## src/rtl/asf_pkg.sv

```systemverilog
// Overview of operation
// RULE1 - Flag writes ignored for five flags when instruction updates them from ALU.
// RULE2 - File clear of flag register sets zero flag, others unchanged.
// RULE3 - Software should alter flags only with set, clear, swap or move ops.
// RULE4 - Upper three bits unimplemented, read zero, writes ignored.
// RULE5 - Negative flag copies result bit seven.
// RULE6 - Signed wrap flag set when signed result overflows seven-bit magnitude.
// RULE7 - Zero flag set when result is zero, cleared otherwise.
// RULE8 - Nibble carry flag is carry out of bit three for add and subtract.
// RULE9 - Carry flag is carry out of bit seven for add and subtract.
// RULE10 - Subtract adds two's complement, so carries act as inverted borrows.
// RULE11 - Flag register usable as ordinary operand of any instruction.
// RULE12 - Flag register sits at access bank address fd8.
// RULE13 - Inherent, literal, direct, indirect modes; indexed only with extended bit set.
// RULE14 - Flags an instruction does not affect keep their stored value.
package asf_pkg;
  // ****************************************
  // Register map and field layout
  // ****************************************
  localparam logic [11:0] ASF_FLAGS_ADDR = 12'hfd8;
  localparam int ASF_BIT_C = 0;
  localparam int ASF_BIT_DC = 1;
  localparam int ASF_BIT_Z = 2;
  localparam int ASF_BIT_OV = 3;
  localparam int ASF_BIT_N = 4;
  localparam logic [7:0] ASF_IMPL_MASK = 8'h1f;
  localparam logic [4:0] ASF_FLAGS_RESET = 5'h00;

  // ****************************************
  // Operations
  // ****************************************
  typedef enum logic [3:0] {
    ASF_OP_NONE = 4'h0,
    ASF_OP_ADD = 4'h1,
    ASF_OP_SUB = 4'h2,
    ASF_OP_AND = 4'h3,
    ASF_OP_OR = 4'h4,
    ASF_OP_XOR = 4'h5,
    ASF_OP_CLR = 4'h6,
    ASF_OP_MOV = 4'h7,
    ASF_OP_BSET = 4'h8,
    ASF_OP_BCLR = 4'h9,
    ASF_OP_SWAP = 4'ha
  } asf_op_t;

  typedef enum logic [4:0] {
    ASF_AM_INHERENT = 5'h01,
    ASF_AM_LITERAL = 5'h02,
    ASF_AM_DIRECT = 5'h04,
    ASF_AM_INDIRECT = 5'h08,
    ASF_AM_INDEXED = 5'h10
  } asf_amode_t;
endpackage : asf_pkg

```

## src/rtl/asf_adder.sv

```systemverilog
`timescale 1ns/1ps
`default_nettype none
module asf_adder (
  // Operands
  input wire logic [7:0] a,
  input wire logic [7:0] b,
  input wire logic sub,
  // Result
  output logic [7:0] sum,
  output logic c_out,
  output logic dc_out,
  output logic ov_out
);
  logic [7:0] b_eff;
  logic [8:0] full;
  logic [4:0] low;
  // Subtract adds the two's complement of b, so carry reads as not-borrow
  assign b_eff = sub ? ~b : b; // [RULE10]
  assign full = {1'b0, a} + {1'b0, b_eff} + {8'h00, sub};
  assign low = {1'b0, a[3:0]} + {1'b0, b_eff[3:0]} + {4'h0, sub};
  assign sum = full[7:0];
  assign c_out = full[8]; // [RULE9]
  assign dc_out = low[4]; // [RULE8]
  assign ov_out = (a[7] == b_eff[7]) && (sum[7] != a[7]); // [RULE6]
endmodule : asf_adder
`default_nettype wire

```

## src/rtl/asf_amode.sv

```systemverilog
`timescale 1ns/1ps
`default_nettype none
module asf_amode
  import asf_pkg::*;
(
  // Mode request
  input wire asf_pkg::asf_amode_t amode,
  input wire logic extended_isa_config_bit,
  // Verdict
  output logic amode_ok
);
  always_comb begin
    unique case (amode)
      ASF_AM_INHERENT, ASF_AM_LITERAL, ASF_AM_DIRECT, ASF_AM_INDIRECT: amode_ok = 1'b1;
      ASF_AM_INDEXED: amode_ok = extended_isa_config_bit; // [RULE13]
      default: amode_ok = 1'b0;
    endcase
  end
endmodule : asf_amode
`default_nettype wire

```

## src/rtl/alu_status_flags.sv

```systemverilog
`timescale 1ns/1ps
`default_nettype none
module alu_status_flags
  import asf_pkg::*;
(
  // Clock and reset
  input wire logic mclk,
  input wire logic nrst,
  // Instruction execution
  input wire logic op_valid,
  input wire asf_pkg::asf_op_t op,
  input wire asf_pkg::asf_amode_t amode,
  input wire logic extended_isa_config_bit,
  input wire logic [11:0] dst_addr,
  input wire logic dst_file,
  input wire logic [7:0] opa,
  input wire logic [7:0] opb,
  input wire logic [2:0] bit_sel,
  // Result
  output logic [7:0] result,
  output logic result_valid,
  output logic amode_err,
  // Register port
  input wire logic [11:0] reg_addr,
  input wire logic [7:0] reg_wdata,
  input wire logic reg_wr,
  input wire logic reg_rd,
  output logic [7:0] reg_rdata
);
  import asf_pkg::*;

  // ****************************************
  // Datapath
  // ****************************************
  logic [4:0] flags;
  logic [4:0] next_flags;
  logic [7:0] add_sum;
  logic add_c;
  logic add_dc;
  logic add_ov;
  logic amode_ok;
  logic [7:0] alu_out;
  logic arith;
  logic logic_op;
  logic to_flags;
  logic [7:0] flags_byte;

  asf_adder u_adder (
    .a(opa),
    .b(opb),
    .sub(op == ASF_OP_SUB),
    .sum(add_sum),
    .c_out(add_c),
    .dc_out(add_dc),
    .ov_out(add_ov)
  );

  asf_amode u_amode (
    .amode(amode),
    .extended_isa_config_bit(extended_isa_config_bit),
    .amode_ok(amode_ok)
  );

  assign flags_byte = {3'h0, flags}; // [RULE4]
  assign arith = (op == ASF_OP_ADD) || (op == ASF_OP_SUB);
  assign logic_op = (op == ASF_OP_AND) || (op == ASF_OP_OR) || (op == ASF_OP_XOR)
                    || (op == ASF_OP_CLR);
  // Flag register can be a destination like any file register
  assign to_flags = dst_file && (dst_addr == ASF_FLAGS_ADDR); // [RULE11] [RULE12]

  always_comb begin
    unique case (op)
      ASF_OP_ADD, ASF_OP_SUB: alu_out = add_sum;
      ASF_OP_AND: alu_out = opa & opb;
      ASF_OP_OR: alu_out = opa | opb;
      ASF_OP_XOR: alu_out = opa ^ opb;
      ASF_OP_CLR: alu_out = 8'h00;
      ASF_OP_MOV: alu_out = opa;
      ASF_OP_BSET: alu_out = opa | (8'h01 << bit_sel);
      ASF_OP_BCLR: alu_out = opa & ~(8'h01 << bit_sel);
      ASF_OP_SWAP: alu_out = {opa[3:0], opa[7:4]};
      default: alu_out = 8'h00;
    endcase
  end

  // ****************************************
  // Flag update
  // ****************************************
  always_comb begin
    next_flags = flags; // [RULE14]
    if (op_valid && amode_ok) begin
      // Direct write only for ops that set no flags; flag-producing ops update their own bits instead
      if (to_flags && !(arith || logic_op)) begin
        next_flags = alu_out[4:0]; // [RULE3] [RULE4]
      end
      if (arith || logic_op) begin
        // Write of the result to the flag register is discarded here [RULE1] [RULE2]
        next_flags[ASF_BIT_Z] = (alu_out == 8'h00); // [RULE7]
        // File clear sets only the zero flag; the negative flag keeps its value
        if (op != ASF_OP_CLR) begin // [RULE2]
          next_flags[ASF_BIT_N] = alu_out[7]; // [RULE5]
        end
      end
      if (arith) begin
        next_flags[ASF_BIT_C] = add_c; // [RULE9]
        next_flags[ASF_BIT_DC] = add_dc; // [RULE8]
        next_flags[ASF_BIT_OV] = add_ov; // [RULE6]
      end
    end else if (reg_wr && reg_addr == ASF_FLAGS_ADDR) begin
      next_flags = reg_wdata[4:0]; // [RULE4]
    end
  end

  always_ff @(posedge mclk or negedge nrst) begin
    if (!nrst) begin
      flags <= ASF_FLAGS_RESET;
    end else begin
      flags <= next_flags;
    end
  end

  // ****************************************
  // Result and register read
  // ****************************************
  always_ff @(posedge mclk or negedge nrst) begin
    if (!nrst) begin
      result <= 8'h00;
      result_valid <= 1'b0;
      amode_err <= 1'b0;
    end else begin
      result_valid <= op_valid && amode_ok;
      amode_err <= op_valid && !amode_ok; // [RULE13]
      if (op_valid && amode_ok) begin
        result <= alu_out;
      end
    end
  end

  always_ff @(posedge mclk or negedge nrst) begin
    if (!nrst) begin
      reg_rdata <= 8'h00;
    end else if (reg_rd) begin
      reg_rdata <= (reg_addr == ASF_FLAGS_ADDR) ? flags_byte : 8'h00;
    end else begin
      reg_rdata <= 8'h00;
    end
  end
endmodule : alu_status_flags
`default_nettype wire

```

## config.mk

```make
export PLATFORM = sky130hd
export DESIGN_NAME = alu_status_flags
export DESIGN_NICKNAME = d
export VERILOG_FILES = /design/src/rtl/asf_pkg.sv /design/src/rtl/asf_adder.sv /design/src/rtl/asf_amode.sv /design/src/rtl/alu_status_flags.sv
export SDC_FILE = /design/constraint.sdc
export NUM_CORES = 1
export LEC_CHECK = 0
export BUFFER_PORTS_ARGS = -buffer_cell sky130_fd_sc_hd__buf_4
export CAP_MARGIN = 10
export CORE_ASPECT_RATIO = 1.25
export CORE_MARGIN = 2
export CORE_UTILIZATION = 45
export DETAILED_ROUTE_END_ITERATION = 10
export PLACE_DENSITY_LB_ADDON = 0.05
export SKIP_LAST_GASP = 1
export SLEW_MARGIN = 30
export SYNTH_ARGS = -nofsm -noshare
export SYNTH_HDL_FRONTEND = slang
export SYNTH_SLANG_ARGS = --single-unit
```

## constraint.sdc

```tcl
create_clock -name mclk -period 1.12 [get_ports mclk]
set_clock_uncertainty 0.15 [all_clocks]
set_input_delay 0.224 -clock mclk [delete_from_list [all_inputs] [get_ports mclk]]
set_output_delay 0.224 -clock mclk [all_outputs]
set_load 0.005 [all_outputs]
```

# Word-level counts from Yosys, hierarchy flattened
# Cells that the tools add are included.
# op_classes
n_addsub	4
n_eq_ne	22
n_shift	1
mux	13
bitwise	7
n_reduce_logical	19
# op_table
op	count
8-bit one-hot mux with 8 select lines	1
5-bit two-way mux	5
12-bit == test, second input constant	2
8-bit bitwise AND	2
4-bit by 3-bit == test with 1-bit output, second input constant	4
8-bit inverter	2
8-bit bitwise OR	2
4-bit == test, second input constant	3
8-bit by 8-bit adder with 9-bit output	1
9-bit by 1-bit adder with 9-bit output	1
4-bit by 2-bit == test with 1-bit output, second input constant	2
8-bit zero test	1
8-bit two-way mux	1
1-bit by 3-bit left shift with 8-bit output, first input constant	1
8-bit XOR	1
1-bit logical AND	6
4-bit by 4-bit adder with 5-bit output	1
5-bit by 1-bit adder with 5-bit output	1
5-bit by 1-bit == test with 1-bit output, second input constant	1
5-bit by 2-bit == test with 1-bit output, second input constant	1
5-bit by 3-bit == test with 1-bit output, second input constant	1
5-bit by 4-bit == test with 1-bit output, second input constant	1
5-bit == test, second input constant	1
1-bit logical OR	5
14 further kinds	19
# word_totals
register_bits	23
inputBits	67
output_inout_bits	18
word_cells	73

# Longest topological paths before layout
# depth
ltp_word	11
ltp_mapped	12
mapped_depth_nobuf	11

# Hierarchy
# Synthesis repeated with hierarchy kept, for this count alone.
# hier_totals
cells_unflattened	283
hier_area_um2	2249.7
# modules_own_cells
module	instances	cells_each	area_per_inst_um2	seq_area_each_um2
alu_status_flags	1	215	1712.9	500.5
asf_adder	1	60	476.7	0.0
asf_amode	1	8	60.1	0.0

# Least setup slack after synthesis
# Ideal clock, no wire load.
# synth_path
kind	input to register
start	in op[0]
end	reg flags[2]
setup_time_ns	0.103
t_arrival_ns	2.594
t_required_ns	0.867
path_slack_ns	-1.728
path_stages	12
n_path_buf	1
cell_sequence	nor4b_2 > buf_6 > xor2_1 > inv_1 > fa_1 > nand2b_1 > a21oi_1 > xor2_1 > a221o_1 > nor4_1 > nand4_1 > o41ai_2
# synth_between
elab_chain_len	9
word_cells_on_any_way	28
cone_classes	2 x add/sub; 11 x eq/ne; 5 x mux; 10 x reduce/logical
# synth_rtl
element	line_no	rtl
start: declaration	alu_status_flags.sv:11	input wire asf_pkg::asf_op_t op,
parallel branches: the longest is 9 deep, another holds 8-bit by 8-bit adder with 9-bit output	-	
end signal: assignment	alu_status_flags.sv:118	flags <= next_flags;
end: declaration	alu_status_flags.sv:35	logic [4:0] flags;
# Parallel ways; which one is timed is not known. The select of a mux whose other input is x is not followed.
# A chain may end at the register's enable or synchronous reset.

# Final worst setup path
# layout_path
start	in op[0]
end	reg flags[4]
# layout_between
elab_chain_len	11
word_cells_on_any_way	27
cone_classes	2 x add/sub; 11 x eq/ne; 6 x mux; 8 x reduce/logical
# layout_rtl
element	line_no	rtl
parallel branches: the longest is 9 deep, another holds 8-bit by 8-bit adder with 9-bit output	-	
1-bit two-way mux *	alu_status_flags.sv:96	if (arith || logic_op) begin
5-bit two-way mux *	alu_status_flags.sv:91	if (op_valid && amode_ok) begin
# Mark *: on every way between the ends. The select of a mux whose other input is x is not followed.

==> impl_metrics.env <==
export IMPL_outcome="finished with violations"
export IMPL_failed_checks="negative setup slack"
export IMPL_globalRouteMet2Util_pct=54.5
export IMPL_clock_latency_ps=270
export IMPL_fp_dieH_um=82.9
export IMPL_die_w_um=67.1
export IMPL_vias=2921
export IMPL_slew_headroom_pct=64.1
export IMPL_fin_nets=513
export IMPL_drt_iter0_markers=258
export IMPL_globalRouteOverflowTotal=0
export IMPL_drv_slew=0
export IMPL_grt_max_degree=30
export IMPL_grt_pass1_wl_um=12500
export IMPL_leakage_nw=1.91
export IMPL_avgSynthCellArea_um2=8.37
export IMPL_max_freq_mhz=362
export IMPL_async_reset_ff_share_pct=100
export IMPL_rsz0062_at_grt="true"
export IMPL_final_layout_size_suffix_gt1_share_pct=54.4
export IMPL_setup_viol=34
export IMPL_grt_usage_pct=28.4
export IMPL_min_period_ps=2760
export IMPL_maxCapViolations=0
export IMPL_synth_distinct_cells=64
export IMPL_die_area_um2=5570
export IMPL_crit_path_max_fanout=4
export IMPL_clock_sinks=20
export IMPL_crit_type="in -> reg"
export IMPL_busiest_layer="met2"
export IMPL_hold_path_class="in -> reg"
export IMPL_core_area_um2=4760
export IMPL_ys_seq_area_share_pct=22.3
export IMPL_drt_wirelength_per_cell_um=17.8
export IMPL_fin_crit_sh_pct=247
export IMPL_dp_cells=468
export IMPL_finish_utilization_pct=84.5
export IMPL_crit_arrival_ps=2770
export IMPL_drt_total_wl_um=8770
export IMPL_ys_warn_count=0
export IMPL_use_met1_pct=30.3
export IMPL_cts_root_buf="clkbuf_8"
export IMPL_drc=0
export IMPL_cts_path_max_buffers=2
export IMPL_final_hold_viol_count=0
export IMPL_antenna_found_initial=0
export IMPL_fillCellCount=268
export IMPL_htreeDepth=1
export IMPL_power_total_mw=3.43
export IMPL_cts_tree="yes"
export IMPL_firstDrtPassIters=5
export IMPL_area_growth_pct=79.5
export IMPL_grt_pass1_vias=2773
export IMPL_synth_edf_count=0
export IMPL_worst_slew_pin_slew_ps=533
export IMPL_grtUsageMet3_pct=1.90
export IMPL_netlist_instances=268
export IMPL_syn_cell_area_um2=2240
export IMPL_cts_buffers=3
export IMPL_critPathRequiredTime_ps=1130
export IMPL_worstSetupEndpointType="flop"
export IMPL_ant_nets=0
export IMPL_antenna_cells=0
export IMPL_whs_ps=65.6
export IMPL_power_density_nw_per_um2=852
export IMPL_setup_ws_ps=-1640
export IMPL_gp_congestion=0.996
export IMPL_port_buffers=78
export IMPL_critPathLaunchType="input port"
export IMPL_dpl_hpwl_um=6050
export IMPL_io_pins=85
export IMPL_start_util_pct=47.1
export IMPL_ys_ff_latch=20
export IMPL_num_rows=28
export IMPL_vdd_ir_drop_max_uv=531
export IMPL_layout_common_cells="buf_4 (147), nand2_1 (30), buf_6 (26), dfrtp_1 (20)"
export IMPL_vias_per_cell=5.91
export IMPL_stdcell_count=494
export IMPL_final_common_cell="buf_4"
export IMPL_synthFlopType="dfrtp_1"
export IMPL_clk_pin_slew_ps=70
## metrics by stage
| stage | setup WS (ps) | area, um2 | TNS, ps |
|---|---|---|---|
| after floorplan | -1560 | 2330 | -17150 |
| after global placement | -1930 | 3470 | -23920 |
| after detailed placement | -1990 | 3470 | -24880 |
| after CTS | -1660 | 3820 | -18350 |
| after global routing | -1760 | 4030 | -21340 |
| final | -1640 | 4030 | -19270 |
## cells by family (layout without fill, tap and decap cells)
kind of cell / count (synthesis) / after routing / synth area share [%]
and+or+nand+nor: 108 / 108 / 28.2
AOI/OAI and AO/OA: 75 / 75 / 25.0
buffers and inverters: 26 / 190 / 6.31
DFF: 20 / 20 / 22.3
xor gates and xnor gates: 16 / 16 / 6.25
adders and majority gates: 11 / 11 / 6.47
muxes: 11 / 11 / 5.25
other: 1 / 3 / 0.167
## synthesized netlist by cell type (all sizes together), types with 3 or more instances
| cell type | count | area share, % |
|---|---|---|
| dfrtp | 20 | 22 |
| a32o | 3 | 1.3 |
| nand4 | 7 | 2.0 |
| nand2b | 3 | 0.84 |
| and3 | 7 | 2.0 |
| o31ai | 4 | 2.0 |
| nand2 | 31 | 5.2 |
| mux2i | 5 | 2.2 |
| xor2 | 14 | 5.5 |
| o21ai | 13 | 3.1 |
| inv | 10 | 1.7 |
| clkbuf | 5 | 0.84 |
| nand3b | 3 | 1.0 |
| a32oi | 5 | 2.0 |
| o22ai | 3 | 0.84 |
| nor3 | 10 | 2.7 |
| nand3 | 8 | 1.8 |
| buf | 11 | 3.8 |
| a21boi | 3 | 1.0 |
| a211oi | 4 | 1.3 |
| a31oi | 6 | 2.0 |
| a21oi | 12 | 2.7 |
| o211ai | 4 | 1.3 |
| a22o | 5 | 2.0 |
| nor4 | 3 | 1.5 |
| nor3b | 3 | 1.2 |
| mux2 | 6 | 3.0 |
| nor2 | 11 | 2.0 |
| nor2b | 7 | 2.0 |
| ha | 10 | 5.6 |
| nand4b | 3 | 1.2 |
## path summary, 6_finish.rpt
check                           from           end  slack [ps]  cells past startpoint
min in group asynchronous       nrst  reg_rdata[3]         210                      2
min                         op_valid     amode_err          70                      3
min reg2reg                result[6]     result[6]         380                      2
max in group asynchronous       nrst     result[5]         400                      2
max reg2reg                 flags[4]      flags[4]         -70                      3
max                            op[0]      flags[4]       -1640                     14
## sequential cells by signal, summed over array words and instances, names as in the netlist
signal,cells
result_valid,1
flags,5
result,8
reg_rdata,5
amode_err,1
## layer usage
| layer | routed length [um] | vias to the layer above |
|---|---|---|
| met5 | 0 | - |
| met4 | 451 | 0 |
| met3 | 508 | 40 |
| met2 | 4770 | 157 |
| met1 | 3040 | 1381 |
| li1 | - | 1343 |
## worst max-delay path, cell delays in order
cell and delay (ps):
buf_6 100, nor4b_4 260, buf_4 180, buf_6 100, xor2_2 170, inv_2 60
fa_2 380, nand2b_4 170, a21oi_4 140, xor2_1 90, a221o_1 370, mux2_4 280
mux2i_1 150, o22ai_1 90
## final cells by class
class / instances / area (um2) / share of cell area, %
clock buffers: 4 / 55.1 / 1.37
inverters: 10 / 42.5 / 1.06
repair buffers: 176 / 1450 / 35.9
flip-flops and latches: 20 / 500 / 12.4
multi-input cells: 224 / 1910 / 47.3
well taps: 60 / 75.1 / 1.87
## where the power goes
| group | switching (mW) | internal [mW] |
|---|---|---|
| Clock | 0.255 | 0.314 |
| Sequential | 0.114 | 0.867 |
| Combinational | 0.809 | 1.07 |
| Total | 1.18 | 2.25 |
## what timing repair did
| action | 4_1_cts | 5_1_grt |
|---|---|---|
| hold buffers | 1 | 0 |
| pin swaps | 22 | 16 |
| resized for setup | 45 | 25 |
| endpoints found under the setup margin | 34 | 34 |
| endpoints found under the hold margin | 20 | 0 |
| buffers inserted | 12 | 13 |
(Power assumes the default switching activity.)
